$ cat src/hw/ebasc_pkg.sv
// Purpose: shared constants and types for the external bus arbiter
// Assumes: one system clock, synchronous active-high reset
// Notes: show enable encodings and size codes live here
package ebasc_pkg;

  // ****************************************
  // show cycle enable field
  // ****************************************
  localparam logic [1:0] EBASC_SHOW_CYCLE_ENABLE_OFF = 2'h0;   // show cycles disabled
  localparam logic [1:0] EBASC_SHOW_CYCLE_ENABLE_HALT = 2'h3;  // show on, internal stalls under external master
  localparam logic [1:0] EBASC_SHOW_CYCLE_ENABLE_RST = 2'h0;

  // ****************************************
  // transfer size codes and widths
  // ****************************************
  localparam logic [1:0] EBASC_SIZE_BYTE = 2'h1;
  localparam logic [1:0] EBASC_SIZE_WORD = 2'h2;
  localparam int EBASC_ADDR_W = 24;
  localparam int EBASC_DATA_W = 16;
  localparam int EBASC_FC_W = 3;

  // ****************************************
  // timing and reset values
  // ****************************************
  localparam int EBASC_SYNC_STAGES = 2;           // request and acknowledge synchroniser depth
  localparam logic EBASC_SLAVE_RST = 1'b0;

  typedef enum logic [2:0] {
    ARB_IDLE, ARB_GRANT, ARB_EXT, ARB_REGRANT
  } ebasc_arb_t;

  typedef enum logic [1:0] {
    SHOW_S0, SHOW_S41, SHOW_S42, SHOW_S43
  } ebasc_show_t;

endpackage

$ cat src/hw/ebasc_sync_if.sv
// Purpose: carries raw and synchronised arbitration inputs
// Assumes: raw inputs active low, synced outputs active high
// Notes: used only between the arbiter and its synchroniser
`timescale 1ns/1ps
interface ebasc_sync_if (
  input wire logic clk,
  input wire logic rst
);
  logic req_raw_n;
  logic ack_raw_n;
  logic req;
  logic ack;

  modport sync_side (input clk, input rst, input req_raw_n, input ack_raw_n, output req, output ack);
  modport user (output req_raw_n, output ack_raw_n, input req, input ack);
endinterface

$ cat src/hw/ebasc_arbiter.sv
// Purpose: external bus arbitration and show cycle control
// Assumes: bus controller reports operand and cycle progress
// Notes: grant pin changes on the falling clock edge
`timescale 1ns/1ps
module ebasc_arbiter (
  input wire logic clk_i,
  input wire logic sys_rst_i,
  input wire logic bus_request_n_i,
  input wire logic grant_ack_n_i,
  output logic bus_grant_n_o,
  input wire logic op_start_i,
  input wire logic ext_cycle_i,
  input wire logic ext_as_n_i,
  input wire logic [1:0] transfer_size_i,
  input wire logic [1:0] transfer_ack_n_i,
  input wire logic int_start_i,
  input wire logic int_done_i,
  input wire logic int_ext_target_i,
  input wire logic [ebasc_pkg::EBASC_ADDR_W-1:0] int_addr_i,
  input wire logic [ebasc_pkg::EBASC_FC_W-1:0] int_fc_i,
  input wire logic [1:0] int_size_i,
  input wire logic int_rw_i,
  input wire logic [ebasc_pkg::EBASC_DATA_W-1:0] int_wdata_i,
  input wire logic [ebasc_pkg::EBASC_DATA_W-1:0] int_rdata_i,
  input wire logic show_cycle_enable_wr_i,
  input wire logic [1:0] show_cycle_enable_data_i,
  input wire logic test_mode_select_line_i,
  output logic [ebasc_pkg::EBASC_ADDR_W-1:0] addr_o,
  output logic [ebasc_pkg::EBASC_FC_W-1:0] fc_o,
  output logic [1:0] size_o,
  output logic rw_o,
  output logic [ebasc_pkg::EBASC_DATA_W-1:0] data_o,
  output logic data_oe_o,
  output logic ctrl_oe_o,
  output logic addr_strobe_n_o,
  output logic data_strobe_n_o,
  output logic [1:0] lane_valid_o,
  output logic int_stall_o,
  output logic ext_master_o,
  output logic slave_mode_o,
  output logic slave_access_o
);
  import ebasc_pkg::*;

  // ****************************************
  // helpers
  // ****************************************
  // true when this acknowledge ends the last cycle of the operand
  function automatic logic last_cycle(input logic [1:0] sz, input logic [1:0] ack_n);
    logic [2:0] need;
    logic [2:0] port;
    need = (sz == 2'h0) ? 3'h4 : {1'b0, sz};
    port = (ack_n == 2'h0) ? 3'h2 : 3'h1;
    last_cycle = (need <= port);
  endfunction

  ebasc_arb_t arb_q, arb_d;
  ebasc_show_t show_q, show_d;
  logic op_busy_q, op_busy_d;
  logic grant_n_q;
  logic float_q, float_d;
  logic [1:0] show_cycle_enable_q;
  logic slave_q;
  logic [EBASC_ADDR_W-1:0] addr_q;
  logic [EBASC_FC_W-1:0] fc_q;
  logic [1:0] size_q;
  logic rw_q;
  logic ext_tgt_q;
  logic [EBASC_DATA_W-1:0] data_q, data_d;
  logic data_oe_q, data_oe_d;

  // ****************************************
  // synchronised request and acknowledge
  // ****************************************
  ebasc_sync_if sif (
    .clk(clk_i),
    .rst(sys_rst_i)
  );

  assign sif.req_raw_n = bus_request_n_i;
  assign sif.ack_raw_n = grant_ack_n_i;

  ebasc_sync u_sync (
    .sif(sif.sync_side)
  );

  wire req_w = sif.req;
  wire ack_w = sif.ack;

  // ****************************************
  // grant hold-off conditions
  // ****************************************
  // last external cycle is judged by size and acknowledge
  wire ack_seen_w = ext_cycle_i && (transfer_ack_n_i != 2'h3);
  wire op_end_w = ack_seen_w && last_cycle(transfer_size_i, transfer_ack_n_i);
  wire show_on_w = (show_cycle_enable_q != EBASC_SHOW_CYCLE_ENABLE_OFF);
  wire show_cycle_enable_halt_w = (show_cycle_enable_q == EBASC_SHOW_CYCLE_ENABLE_HALT);
  // internal traffic delays the grant only in the halting code
  wire int_hold_w = show_cycle_enable_halt_w && (int_start_i || show_q != SHOW_S0);
  // operand coherency, grant only between operands
  wire hold_w = op_busy_q || op_start_i || ext_cycle_i || int_hold_w;
  wire g_w = (arb_q == ARB_GRANT) || (arb_q == ARB_REGRANT);
  // T only once an outside master has acknowledged; a bare grant keeps our drivers on
  wire t_w = (arb_q == ARB_EXT) || (arb_q == ARB_REGRANT);

  // operand tracking; a new start wins over the end of the old one
  always_comb begin
    op_busy_d = op_busy_q;
    if (op_end_w) begin
      op_busy_d = 1'b0;
    end
    if (op_start_i) begin
      op_busy_d = 1'b1;
    end
  end

  // ****************************************
  // arbitration state machine
  // ****************************************
  // outside requests wait out operands, bus cycles and halting-code internal traffic; no fault gating here
  always_comb begin
    arb_d = arb_q;
    case (arb_q)
      // stay owner while request and acknowledge are idle
      ARB_IDLE: begin
        if (ack_w) begin
          arb_d = ARB_EXT;
        end else if (req_w && !hold_w) begin
          arb_d = ARB_GRANT;
        end
      end
      // no acknowledge and no request, keep the bus
      ARB_GRANT: begin
        if (ack_w) begin
          arb_d = ARB_EXT;
        end else if (!req_w) begin
          arb_d = ARB_IDLE;
        end
      end
      // a request held past acknowledge earns another grant
      ARB_EXT: begin
        if (ack_w && req_w) begin
          arb_d = ARB_REGRANT;
        end else if (!ack_w) begin
          // pending requests keep the bus outside
          arb_d = req_w ? ARB_GRANT : ARB_IDLE;
        end
      end
      // grant reasserted so the next master can be picked early
      ARB_REGRANT: begin
        if (!ack_w) begin
          arb_d = req_w ? ARB_GRANT : ARB_IDLE;
        end else if (!req_w) begin
          arb_d = ARB_EXT;
        end
      end
      default: begin
        arb_d = ARB_IDLE;
      end
    endcase
  end

  // float once address strobe is seen negated under T
  assign float_d = t_w && (float_q || ext_as_n_i);

  always_ff @(posedge clk_i) begin
    if (sys_rst_i) begin
      arb_q <= ARB_IDLE;
      op_busy_q <= 1'b0;
      float_q <= 1'b0;
    end else begin
      arb_q <= arb_d;
      op_busy_q <= op_busy_d;
      float_q <= float_d;
    end
  end

  // grant pin moves on the falling edge after the state
  always_ff @(negedge clk_i) begin
    if (sys_rst_i) begin
      grant_n_q <= 1'b1;
    end else begin
      grant_n_q <= ~g_w;
    end
  end

  // ****************************************
  // configuration set at reset and by show enable writes
  // ****************************************
  // show enable cleared by reset; strap sampled during reset
  always_ff @(posedge clk_i) begin
    if (sys_rst_i) begin
      show_cycle_enable_q <= EBASC_SHOW_CYCLE_ENABLE_RST;
      slave_q <= ~test_mode_select_line_i;
    end else if (show_cycle_enable_wr_i) begin
      show_cycle_enable_q <= show_cycle_enable_data_i;
    end
  end

  // ****************************************
  // show cycle sequencer
  // ****************************************
  // S0, S41, S42 waits for the internal access to finish, S43
  always_comb begin
    show_d = show_q;
    case (show_q)
      SHOW_S0: begin
        if (int_start_i && show_on_w && !t_w) begin
          show_d = SHOW_S41;
        end
      end
      SHOW_S41: begin
        show_d = SHOW_S42;
      end
      SHOW_S42: begin
        if (int_done_i) begin
          show_d = SHOW_S43;
        end
      end
      SHOW_S43: begin
        show_d = SHOW_S0;
      end
      default: begin
        show_d = SHOW_S0;
      end
    endcase
  end

  // external byte write is copied onto both halves
  wire byte_dup_w = (int_size_i == EBASC_SIZE_BYTE) && !int_rw_i && int_ext_target_i;
  wire [EBASC_DATA_W-1:0] wdata_w = byte_dup_w ?
    (int_addr_i[0] ? {2{int_wdata_i[7:0]}} : {2{int_wdata_i[15:8]}}) : int_wdata_i;
  assign data_d = (show_q == SHOW_S42 && int_done_i) ? (int_rw_i ? int_rdata_i : wdata_w)
                                                     : data_q;
  // data drive starts in S43 and lasts through the next S0
  assign data_oe_d = (show_d == SHOW_S43) || (show_q == SHOW_S43);

  // address and controls follow internal activity regardless of show mode
  always_ff @(posedge clk_i) begin
    if (sys_rst_i) begin
      show_q <= SHOW_S0;
      addr_q <= '0;
      fc_q <= '0;
      size_q <= '0;
      rw_q <= 1'b1;
      ext_tgt_q <= 1'b0;
      data_q <= '0;
      data_oe_q <= 1'b0;
    end else begin
      show_q <= show_d;
      data_q <= data_d;
      data_oe_q <= data_oe_d;
      if (int_start_i && show_q == SHOW_S0) begin
        addr_q <= int_addr_i;
        fc_q <= int_fc_i;
        size_q <= int_size_i;
        rw_q <= int_rw_i;
        ext_tgt_q <= int_ext_target_i;
      end
    end
  end

  // ****************************************
  // pin outputs
  // ****************************************
  assign bus_grant_n_o = grant_n_q;
  assign addr_o = addr_q;
  assign fc_o = fc_q;
  assign size_o = size_q;
  assign rw_o = rw_q;
  assign data_o = data_q;
  // data strobe asserted in S41 and S42 only while enabled
  assign data_strobe_n_o = !(show_on_w && (show_q == SHOW_S41 || show_q == SHOW_S42));
  // show cycles never raise the address strobe
  assign addr_strobe_n_o = ext_as_n_i || (show_q != SHOW_S0);
  assign data_oe_o = data_oe_q && show_on_w && !t_w;
  // controls return at once when the state returns to zero
  assign ctrl_oe_o = !(t_w && float_q);
  // lanes picked from size and low address bit
  assign lane_valid_o = (size_q == EBASC_SIZE_BYTE && !ext_tgt_q) ?
    (addr_q[0] ? 2'h1 : 2'h2) : 2'h3;
  // halting code stops internal bus while an outside master runs
  assign int_stall_o = show_cycle_enable_halt_w && t_w;
  assign ext_master_o = t_w;
  assign slave_mode_o = slave_q;
  // slave access opens with the grant
  assign slave_access_o = slave_q && !grant_n_q;

  // ****************************************
  // checks
  // ****************************************
  a_grant_pin_state: assert property (@(posedge clk_i) disable iff (sys_rst_i)
    $past(!sys_rst_i) |-> (bus_grant_n_o == !g_w))
    else $error("grant pin does not follow arbiter state");

  a_grant_waits_operand: assert property (@(posedge clk_i) disable iff (sys_rst_i)
    (arb_q == ARB_IDLE && hold_w && !ack_w) |=> arb_q == ARB_IDLE)
    else $error("grant given during an operand transfer");

  a_idle_holds_owner: assert property (@(posedge clk_i) disable iff (sys_rst_i)
    (arb_q == ARB_IDLE && !req_w && !ack_w) |=> (arb_q == ARB_IDLE && ctrl_oe_o))
    else $error("arbiter left state zero without request or acknowledge");

  a_no_ack_keeps: assert property (@(posedge clk_i) disable iff (sys_rst_i)
    (arb_q == ARB_GRANT && !ack_w && !req_w) |=> ##1 bus_grant_n_o)
    else $error("grant not withdrawn when nobody acknowledged");

  a_pending_regrant: assert property (@(posedge clk_i) disable iff (sys_rst_i)
    (arb_q == ARB_EXT && ack_w && req_w) |=> ##1 !bus_grant_n_o)
    else $error("pending request not granted again");

  a_no_takeback: assert property (@(posedge clk_i) disable iff (sys_rst_i)
    (arb_q != ARB_IDLE && !ack_w && req_w) |=> arb_q != ARB_IDLE)
    else $error("bus retaken with a request pending");

  a_float_after_as: assert property (@(posedge clk_i) disable iff (sys_rst_i)
    (t_w && ext_as_n_i) ##1 t_w |-> !ctrl_oe_o)
    else $error("pins not floated after address strobe negated");

  a_show_ds_seq: assert property (@(posedge clk_i) disable iff (sys_rst_i)
    (show_q == SHOW_S0 && show_d == SHOW_S41) |=> !data_strobe_n_o ##1 !data_strobe_n_o)
    else $error("data strobe not asserted in S41 and S42");

  a_show_data_hold: assert property (@(posedge clk_i) disable iff (sys_rst_i)
    (show_q == SHOW_S43) |=> data_oe_q)
    else $error("show data not held through S0");

  a_show_no_as: assert property (@(posedge clk_i) disable iff (sys_rst_i)
    (show_q != SHOW_S0) |-> addr_strobe_n_o)
    else $error("address strobe asserted during a show cycle");

  a_show_cycle_enable_reset: assert property (@(posedge clk_i)
    sys_rst_i |=> (show_cycle_enable_q == EBASC_SHOW_CYCLE_ENABLE_OFF))
    else $error("show enable not cleared by reset");

  a_show_off_quiet: assert property (@(posedge clk_i) disable iff (sys_rst_i)
    !show_on_w |-> (data_strobe_n_o && !data_oe_o))
    else $error("strobe or data driven with show cycles off");

  a_slave_access: assert property (@(posedge clk_i) disable iff (sys_rst_i)
    slave_access_o |-> (slave_q && !bus_grant_n_o))
    else $error("slave access without slave mode and grant");

endmodule // ebasc_arbiter

$ cat src/hw/ebasc_sync.sv
// Purpose: two-flop synchroniser for request and acknowledge
// Assumes: inputs may change at any time
// Notes: first stage feeds only the second stage
`timescale 1ns/1ps
module ebasc_sync (
  ebasc_sync_if.sync_side sif
);
  import ebasc_pkg::*;

  logic [1:0] meta_q;
  logic [1:0] stab_q;

  // ****************************************
  // synchroniser stages
  // ****************************************
  // two-clock synchronising
  always_ff @(posedge sif.clk) begin
    if (sif.rst) begin
      meta_q <= 2'h3;
      stab_q <= 2'h3;
    end else begin
      meta_q <= {sif.ack_raw_n, sif.req_raw_n};
      stab_q <= meta_q;
    end
  end

  // active-high versions of the low-true pins
  assign sif.req = ~stab_q[0];
  assign sif.ack = ~stab_q[1];

  // request seen within two clocks
  a_sync_req_latency: assert property (@(posedge sif.clk) disable iff (sif.rst)
    (!sif.req_raw_n ##1 !sif.req_raw_n) |=> sif.req)
    else $error("request not synchronised within two clocks");

  // acknowledge seen within two clocks
  a_sync_ack_latency: assert property (@(posedge sif.clk) disable iff (sif.rst)
    (!sif.ack_raw_n ##1 !sif.ack_raw_n) |=> sif.ack)
    else $error("acknowledge not synchronised within two clocks");

endmodule // ebasc_sync

$ cat config.mk
export PLATFORM = sky130hd
export DESIGN_NAME = ebasc_arbiter
export DESIGN_NICKNAME = d
export VERILOG_FILES = /design/src/hw/ebasc_pkg.sv /design/src/hw/ebasc_sync_if.sv /design/src/hw/ebasc_arbiter.sv /design/src/hw/ebasc_sync.sv
export SDC_FILE = /design/constraint.sdc
export NUM_CORES = 1
export LEC_CHECK = 0
export BUFFER_PORTS_ARGS = -buffer_cell sky130_fd_sc_hd__buf_2
export CORE_MARGIN = 3
export CORE_UTILIZATION = 46
export CTS_BUF_LIST = sky130_fd_sc_hd__clkbuf_16
export CTS_CLUSTER_SIZE = 16
export DETAILED_ROUTE_END_ITERATION = 8
export GPL_TIMING_DRIVEN = 0
export PLACE_DENSITY = 0.8
export SKIP_CTS_REPAIR_TIMING = 1
export SLEW_MARGIN = 20
export SYNTH_ARGS = -nofsm -noshare
export SYNTH_HDL_FRONTEND = slang
export SYNTH_SLANG_ARGS = --single-unit
$ cat constraint.sdc
create_clock -name clk_i -period 2 [get_ports clk_i]
set_input_delay 0.1 -clock clk_i [delete_from_list [all_inputs] [get_ports clk_i]]
set_output_delay 0.1 -clock clk_i [all_outputs]
set_load 0.01 [all_outputs]
==> qor.csv, run 1 <==
metric,value,unit
status,"finished, violations left",
violations,negative setup slack,
clock_latency,0.38,ns
async_flop_share,0,%
numCtsBuffers,9,
startpoint,bus_grant_n_o$_SDFF_NP1_,
fin_area,0.00392,mm2
cp-end-kind,primary output,
synth_nets,410,
drt_wl_total,8000,um
grt_util_all_layers,22.4,%
drv_cap,0,
synth-xor-area-share,0,%
grt_pass1_vias,2872,
critPathTopFamily,flip-flops,
synth_compound_area_share,19.2,%
worst_slack,-0.000326,ns
critPathMaxFanout,2,
die_x,84.0,um
start_util,49.0,%
synth_adder_area_share,2.24,%
viasPerCell,5.18,
numClockSinks,62,
cp.arrival,1.90,ns
whs,0.0112,ns
ant_nets,0,
ir_drop,705,uV
power_switching_share,30.0,%
hold_path.class,primary input to flop,
p_leak,1.82,nW
reg2reg_from,show_q[0]$_SDFF_PP0_,
finalPower,4.12,mW
drive_above_1_share,37.6,%
firstDrtPassIters,4,
drc,0,
clkSlewWorstSetupHoldPaths,0.06,ns
grt-ovfl-total,0,
path_cells,"nor2b_1, buf_2",
die-area,0.00705,mm2
place.gp.congestion,0.907,
synth-seq-cells,62,
rsz0062_at_grt,yes,
setup_tns,-0.000326,ns
synth_cell_types,33,
port_buffers,135,
min_to,fc_o[2]$_SDFFE_PP0P_,
synthSimpleGateAreaFrac,21.2,%
cts.path.max_buffers,2,
power_frac_comb,23.3,%
place_area,0.00356,mm2
routedWlPerCell,14.5,um
crit_type,flop to primary output,
ys.flop_type,dfxtp_1,
path_buf_inv,1,
n_fill_cell,491,
reg2reg_setup_slack,0.23,ns
worstHoldStart,int_fc_i[2],
synth_cells,325,
seq_area_frac_synth,44.7,%
switching_power,1.24,mW
synth_edf_count,1,
ys_warn_count,0,
synth_top_family_by_area,simple AND/OR/NAND/NOR gates,
cts_tree,yes,
drt_iter0_markers,123,
rows,27,
max_slew_margin,59.4,%
areaGrowthSynthToFinish,39.9,%
root_buffer,clkbuf_16,
critPathMaxStageDelay,0.30,ns
worst_setup_path_start_kind,flop,
grt_max_degree,13,
routed-via-count,2856,
crit_required,1.90,ns
worstMarginPinSlew,0.609,ns
drv_slew,0,
power.share.sequential,36.1,%
p_clk_share,40.6,%
ff_latch_area,0.00125,mm2
final_util,68.6,%
antenna_cells,0,
nets,559,
setup_viol,1,
rr_worst_depth,8,
hold_viol,0,
crit_slowest_cell,dfxtp_1,
avgSynthCellArea,8.61,um2
r2r_end,data_o[9]$_SDFFE_PP0P_,
grt_pass1_wl,12900,um
h-tree-depth,3,
antenna_found_initial,0,
dpl.hpwl,5780,um
fin_skew,0.0586,ns
power_density,1050,mW/mm2
syn_area,0.00280,mm2
p_int,2.88,mW
pin_count,137,
fp.dieH,84.0,um
core,0.00571,mm2
largest_reg_flops,24,
muxShareOfSynthArea,6.80,%
hold_path_depth,3,
multi_input_comb_area,0.00138,mm2
==> through the flow <==
step | instances | setup slack, ns
after floorplan | 325 | 0.250
after detailed placement | 532 | -0.0573
after global routing | 551 | -0.0324
after CTS | 548 | -0.00114
final | 551 | -0.000326
after global placement | 532 | -0.0946
==> how the worst max path moves through the flow <==
stage | end | cells past startpoint | slack, ns
after floorplan | bus_grant_n_o$_SDFF_NP1_ | 3 | 0.25
after global placement | bus_grant_n_o$_SDFF_NP1_ | 4 | -0.09
after detailed placement | bus_grant_n_o$_SDFF_NP1_ | 4 | -0.06
after CTS | slave_access_o | 2 | -0.001
after global routing | slave_access_o | 2 | -0.03
final | slave_access_o | 2 | -0.0003
==> routing by layer <==
layer | GRT usage (%) | up-vias | share of wire (%)
met3 | 5.33 | 17 | 6.1
li1 | - | 1413 | -
met5 | 0 | - | 0
met4 | 9.65 | 0 | 2.2
met1 | 25.9 | 1310 | 41
met2 | 39.3 | 116 | 51
==> worst reg2reg max path: cells and delay by family, from the launching register on <==
kind	cells	cell delay (ns)
AND/OR/NAND/NOR	2	0.35
adder cells (fa/ha/maj)	1	0.22
AO/OA/AOI/OAI	2	0.35
flip-flops	1	0.33
buffers and inverters	3	0.40
==> Yosys cell counts (2+ instances only) <==
library cell / count / area, um2
mux2i_1: 19 / 190
nand2b_1: 5 / 31.3
clkbuf_1: 13 / 48.8
nand2_1: 65 / 244
or2_2: 6 / 37.5
nor2_4: 2 / 22.5
a21oi_1: 47 / 235
nor2b_1: 2 / 12.5
a211oi_1: 7 / 52.6
a211oi_2: 9 / 113
o21ai_0: 18 / 90.1
inv_1: 8 / 30.0
buf_2: 7 / 35.0
and2_1: 3 / 18.8
nor2_1: 11 / 41.3
nor3_1: 2 / 10.0
buf_6: 4 / 45.0
nand3b_1: 18 / 135
ha_1: 5 / 62.6
dfxtp_1: 61 / 1220
==> cells by family (layout without fill, tap and decap cells) <==
family,Yosys count,after routing
AO/OA/AOI/OAI,87,87
AND/OR/NAND/NOR,119,119
multiplexers,19,19
adder cells (fa/ha/maj),5,5
buffers and inverters,33,187
flip-flops,62,62
==> cell type report <==
class | count | share of cell area, %
repair buffers | 138 | 18.0
clock inverters | 8 | 2.56
clock buffers | 9 | 5.75
inverters | 7 | 0.671
well taps | 72 | 2.30
flip-flops and latches | 62 | 32.0
plain buffers | 25 | 3.39
multi-input cells | 230 | 35.3
==> power by group through the flow <==
stage / Sequential (mW) / Clock (mW) / Combinational (mW)
final: 1.49 / 1.67 / 0.961
after global routing: 1.50 / 1.75 / 1.08
after CTS: 1.49 / 1.68 / 0.963
after detailed placement: 1.51 / 0.00626 / 0.953
after global placement: 1.50 / 0.00626 / 0.929
after floorplan: 1.56 / 0.00626 / 0.530
==> cell usage in the layout, fill, tap and decap left out, types with 2 or more instances in the layout <==
cell type,synthesis,final
a21oi_1,47,47
bufinv_16,0,2
mux2i_1,19,19
a211oi_1,7,7
o21ai_0,18,18
buf_2,7,142
nor2b_1,2,2
buf_6,4,4
nor3_1,2,2
clkbuf_1,13,13
a211oi_2,9,9
dfxtp_1,61,61
clkbuf_16,0,9
clkinvlp_4,0,3
nand2b_1,5,5
nand2_1,65,65
inv_1,8,8
nor2_4,2,2
ha_1,5,5
dlygate4sd3_1,0,3
nor2_1,11,11
and2_1,3,3
or2_2,6,6
nand3b_1,18,18
(Power assumes the default switching activity.)
==> run 2, diff against run 1 <==
Settings changed: BUFFER_PORTS_ARGS -buffer_cell sky130_fd_sc_hd__buf_2 to unset, CORE_UTILIZATION 46 to 60, DONT_BUFFER_PORTS set to 1, PLACE_DENSITY 0.8 to 0.76.
==> qor.csv, run 2 (synthesis results as in run 1) <==
metric,value,unit,change
rr_worst_depth,8,,unchanged
root_buffer,clkbuf_16,,
power_frac_comb,19.7,%,-3.6 points
fin_area,0.00356,mm2,-9.0%
die_x,74.3,um,-12%
die-area,0.00552,mm2,-22%
ant_nets,0,,unchanged
final_cell_mix,"nand2_1 (65), dfxtp_1 (60), a21oi_1 (47)",,
ir_drop,805,uV,+14%
place.gp.congestion,0.778,,-14%
setup_viol,0,,-1
power_density,1060,mW/mm2,+0.58%
areaGrowthSynthToFinish,27.4,%,
grt_max_degree,11,,-2
drc,0,,unchanged
start_util,63.4,%,+14 points
largest_reg_flops,24,,unchanged
routed-via-count,2530,,-11%
port_buffers,0,,-100%
final_util,80.7,%,+12 points
dpl.hpwl,4840,um,-16%
drive_above_1_share,11.5,%,-26 points
viasPerCell,5.83,,+12%
worstMarginPinSlew,0.591,ns,-0.0188 ns
rsz0062_at_grt,no,,
whs,0.00814,ns,-0.00309 ns
path_cells,nor2b_4,,
pin_count,137,,unchanged
firstDrtPassIters,4,,unchanged
status,"complete, no violations",,
cts_tree,yes,,
crit_required,1.90,ns,about the same
crit_slowest_cell,dfxtp_2,,
antenna_found_initial,0,,unchanged
routedWlPerCell,17.8,um,+23%
startpoint,bus_grant_n_o$_SDFF_NP1_,,
place_area,0.00286,mm2,-20%
final_common_cell,nand2_1,,
p_leak,1.38,nW,-24%
drv_slew,0,,unchanged
hold_viol,0,,unchanged
cp-end-kind,primary output,,
clock_latency,0.37,ns,about the same
drt_wl_total,7740,um,-3.3%
grt_util_all_layers,23.6,%,+1.1 points
critPathMaxStageDelay,0.34,ns,+0.04 ns
numCtsBuffers,9,,unchanged
worst_setup_path_start_kind,flop,,
crit_type,flop to primary output,,
rows,24,,-11%
fp.dieH,74.3,um,-12%
cp.depth,1,,-1
reg2reg_from,show_q[0]$_SDFF_PP0_,,
critPathTopFamily,flip-flops,,
switching_power,1.13,mW,-8.8%
setup.worst_path.end,slave_access_o,,
setup_tns,0,ns,+0.000326 ns
cts.path.max_buffers,2,,unchanged
grt_pass1_wl,9830,um,-24%
antenna_cells,0,,unchanged
fin_skew,0.0539,ns,-0.00479 ns
r2r_end,data_o[9]$_SDFFE_PP0P_,,
cp.arrival,1.86,ns,-0.04 ns
n_fill_cell,281,,-43%
hold_path.class,primary input to flop,,
numClockSinks,62,,unchanged
grt_pass1_vias,2141,,-25%
nets,462,,-17%
p_int,2.64,mW,-8.3%
critPathMaxFanout,2,,unchanged
drv_cap,0,,unchanged
power.share.sequential,41.8,%,+5.7 points
path_buf_inv,0,,-1
reg2reg_setup_slack,0.29,ns,+0.06 ns
clkSlewWorstSetupHoldPaths,0.05,ns,about the same
drt_iter0_markers,168,,+37%
p_clk_share,38.6,%,-2.0 points
max_slew_margin,60.6,%,+1.3 points
core,0.00441,mm2,-23%
grt-ovfl-total,0,,unchanged
h-tree-depth,3,,unchanged
power_switching_share,29.9,%,-0.13 points
## run 2: metal layers
metal / track usage (%) / up-vias / wire length [um]
met4: 7.51 / 0 / 93
met2: 40.0 / 115 / 4010
met1: 26.0 / 1186 / 2830
li1: - / 1219 / -
met3: 11.5 / 10 / 799
met5: 0 / - / 0
## run 2: how the worst min path moves through the flow
stage / start / end / slack, ns / cells past startpoint
2_1_floorplan: bus_request_n_i / u_sync.meta_q[0]$_SDFF_PP1_ / 0.20 / 1
3_3_place_gp: grant_ack_n_i / u_sync.meta_q[1]$_SDFF_PP1_ / 0.21 / 1
3_5_place_dp: grant_ack_n_i / u_sync.meta_q[1]$_SDFF_PP1_ / 0.21 / 1
4_1_cts: grant_ack_n_i / u_sync.meta_q[1]$_SDFF_PP1_ / -0.12 / 1
5_1_grt: ext_cycle_i / arb_q[0]$_SDFFE_PP0P_ / 0.02 / 3
6_report: ext_cycle_i / arb_q[0]$_SDFFE_PP0P_ / 0.008 / 3
## run 2: tightest hold or removal path, delay by kind of cell
family,cells,cell delay (ns)
AO/OA/AOI/OAI,2,0.14
AND/OR/NAND/NOR,1,0.03
## run 2: stage by stage
| stage | setup WS, ns | cells | power [mW] |
|---|---|---|---|
| floorplan | 0.250 | 325 | 2.10 |
| global placement | -0.0171 | 377 | 2.23 |
| detailed placement | -0.0166 | 377 | 2.26 |
| CTS | -0.0323 | 393 | 3.70 |
| global route | 0.00456 | 434 | 3.95 |
| finish | 0.0352 | 434 | 3.77 |
## run 2: power by group through the flow
stage,Clock [mW],Combinational (mW),Sequential (mW)
final,1.45,0.741,1.58
after detailed placement,0.00626,0.655,1.60
after global routing,1.52,0.836,1.59
after global placement,0.00626,0.637,1.59
after CTS,1.47,0.660,1.57
after floorplan,0.00626,0.530,1.56
## run 2: layout make-up
| type | instances | area (um2) | area share (%) |
|---|---|---|---|
| plain buffers | 25 | 133 | 3.72 |
| clock buffers | 9 | 225 | 6.32 |
| clock inverters | 8 | 60.1 | 1.69 |
| inverters | 7 | 26.3 | 0.737 |
| multi-input cells | 230 | 1390 | 39.0 |
| flip-flops and latches | 62 | 1250 | 35.1 |
| well taps | 52 | 65.1 | 1.83 |
| repair buffers | 41 | 410 | 11.5 |
==> run 3, diff against run 2 <==
Settings changed: CORE_MARGIN 3 to unset.
==> qor.csv, run 3 (synthesis results as in run 1) <==
metric,value,unit,change
numCtsBuffers,9,,unchanged
final_cell_mix,"nand2_1 (65), dfxtp_1 (60), a21oi_1 (47)",,
p_leak,1.39,nW,+0.66%
max_slew_margin,62.5,%,+1.8 points
critPathTopFamily,flip-flops,,
fp.dieH,70.3,um,-5.4%
crit_slowest_cell,dfxtp_2,,
hold_path.class,primary input to flop,,
status,"finished, violations left",,
routed-via-count,2554,,+0.95%
place_area,0.00286,mm2,unchanged
worst_setup_path_start_kind,flop,,
antenna_found_initial,0,,unchanged
core,0.00441,mm2,unchanged
clkSlewWorstSetupHoldPaths,0.05,ns,about the same
ir_drop,1050,uV,+31%
grt_pass1_wl,10400,um,+5.5%
clock_latency,0.37,ns,about the same
pin_count,137,,unchanged
drv_cap,0,,unchanged
grt_max_degree,12,,+1
grt_pass1_vias,2258,,+5.5%
reg2reg_setup_slack,0.25,ns,-0.04 ns
areaGrowthSynthToFinish,28.2,%,
critPathMaxStageDelay,0.34,ns,about the same
whs,-0.00497,ns,-0.0131 ns
worstMarginPinSlew,0.563,ns,-0.0275 ns
port_buffers,0,,unchanged
rsz0062_at_grt,no,,
layout.cells.non_filler,433,,-0.23%
drv_slew,0,,unchanged
die-area,0.00494,mm2,-10%
viasPerCell,5.90,,+1.2%
largest_reg_flops,24,,unchanged
violations,negative hold slack,,
grt_util_all_layers,26.9,%,+3.3 points
numClockSinks,62,,unchanged
fin_area,0.00359,mm2,+0.63%
start_util,63.4,%,unchanged
crit_required,1.90,ns,about the same
drc,0,,unchanged
rows,24,,unchanged
root_buffer,clkbuf_16,,
ant_nets,0,,unchanged
drt_wl_total,7870,um,+1.8%
dpl.hpwl,4650,um,-4.0%
drive_above_1_share,11.8,%,+0.29 points
hold_viol,1,,+1
cp.arrival,1.84,ns,-0.02 ns
critPathMaxFanout,2,,unchanged
cp-end-kind,primary output,,
path_cells,nor2b_4,,
antenna_cells,0,,unchanged
finalPower,3.96,mW,+5.1%
fin_skew,0.0500,ns,-0.00390 ns
path_buf_inv,0,,unchanged
routedWlPerCell,18.2,um,+2.0%
final_common_cell,nand2_1,,
drt_iter0_markers,124,,-26%
place_inst,377,,unchanged
grt-ovfl-total,0,,unchanged
cts.path.max_buffers,2,,unchanged
cts_tree,yes,,
firstDrtPassIters,4,,unchanged
power_density,1100,mW/mm2,+4.4%
setup_viol,0,,unchanged
nets,461,,-0.22%
h-tree-depth,3,,unchanged
crit_type,flop to primary output,,
place.gp.congestion,0.819,,+5.3%
die_x,70.3,um,-5.4%
## run 3: through the flow
stage	utilization [%]	hold slack [ns]	setup slack [ns]	setup TNS, ns
2_1_floorplan	-	0.204	0.250	0
3_3_place_gp	64.9	0.206	-0.00103	-0.00103
3_5_place_dp	64.9	0.208	0.00457	0
4_1_cts	72.0	-0.125	-0.0269	-0.0269
5_1_grt	81.2	0.0137	0.00652	0
6_report	81.2	-0.00497	0.0582	0
## run 3: where the power goes
| part | total, mW | switching (mW) | internal, mW | leakage [nW] |
|---|---|---|---|---|
| clock | 1.63 | 0.542 | 1.08 | 0.160 |
| combinational | 0.761 | 0.461 | 0.300 | 0.721 |
| sequential | 1.57 | 0.175 | 1.40 | 0.509 |
## run 3: cell type report
class / instances / area (um2)
timing repair buffer: 40 / 400
buffer: 25 / 133
tap: 52 / 65.1
multi-input combinational: 230 / 1390
sequential: 62 / 1250
inverter: 7 / 26.3
fill: 280 / 828
clock inverter: 8 / 92.6
clock buffer: 9 / 225
## run 3: worst paths after layout
kind | startpoint | end | depth (start not counted)
worst min register to register | u_sync.stab_q[1]$_SDFF_PP1_ | arb_q[1]$_SDFFE_PP0P_ | 1
worst max-delay path | bus_grant_n_o$_SDFF_NP1_ | slave_access_o | 1
worst min-delay path | int_start_i | show_q[0]$_SDFF_PP0_ | 2
worst max register to register | show_q[0]$_SDFF_PP0_ | data_o[6]$_SDFFE_PP0P_ | 7
## run 3: routing by layer
layer	track usage (%)	share of wire, %	vias up
li1	-	-	1218
met1	30.6	39	1195
met2	45.1	51	126
met3	10.5	8.2	15
met4	10.0	1.9	0
met5	0	0	-
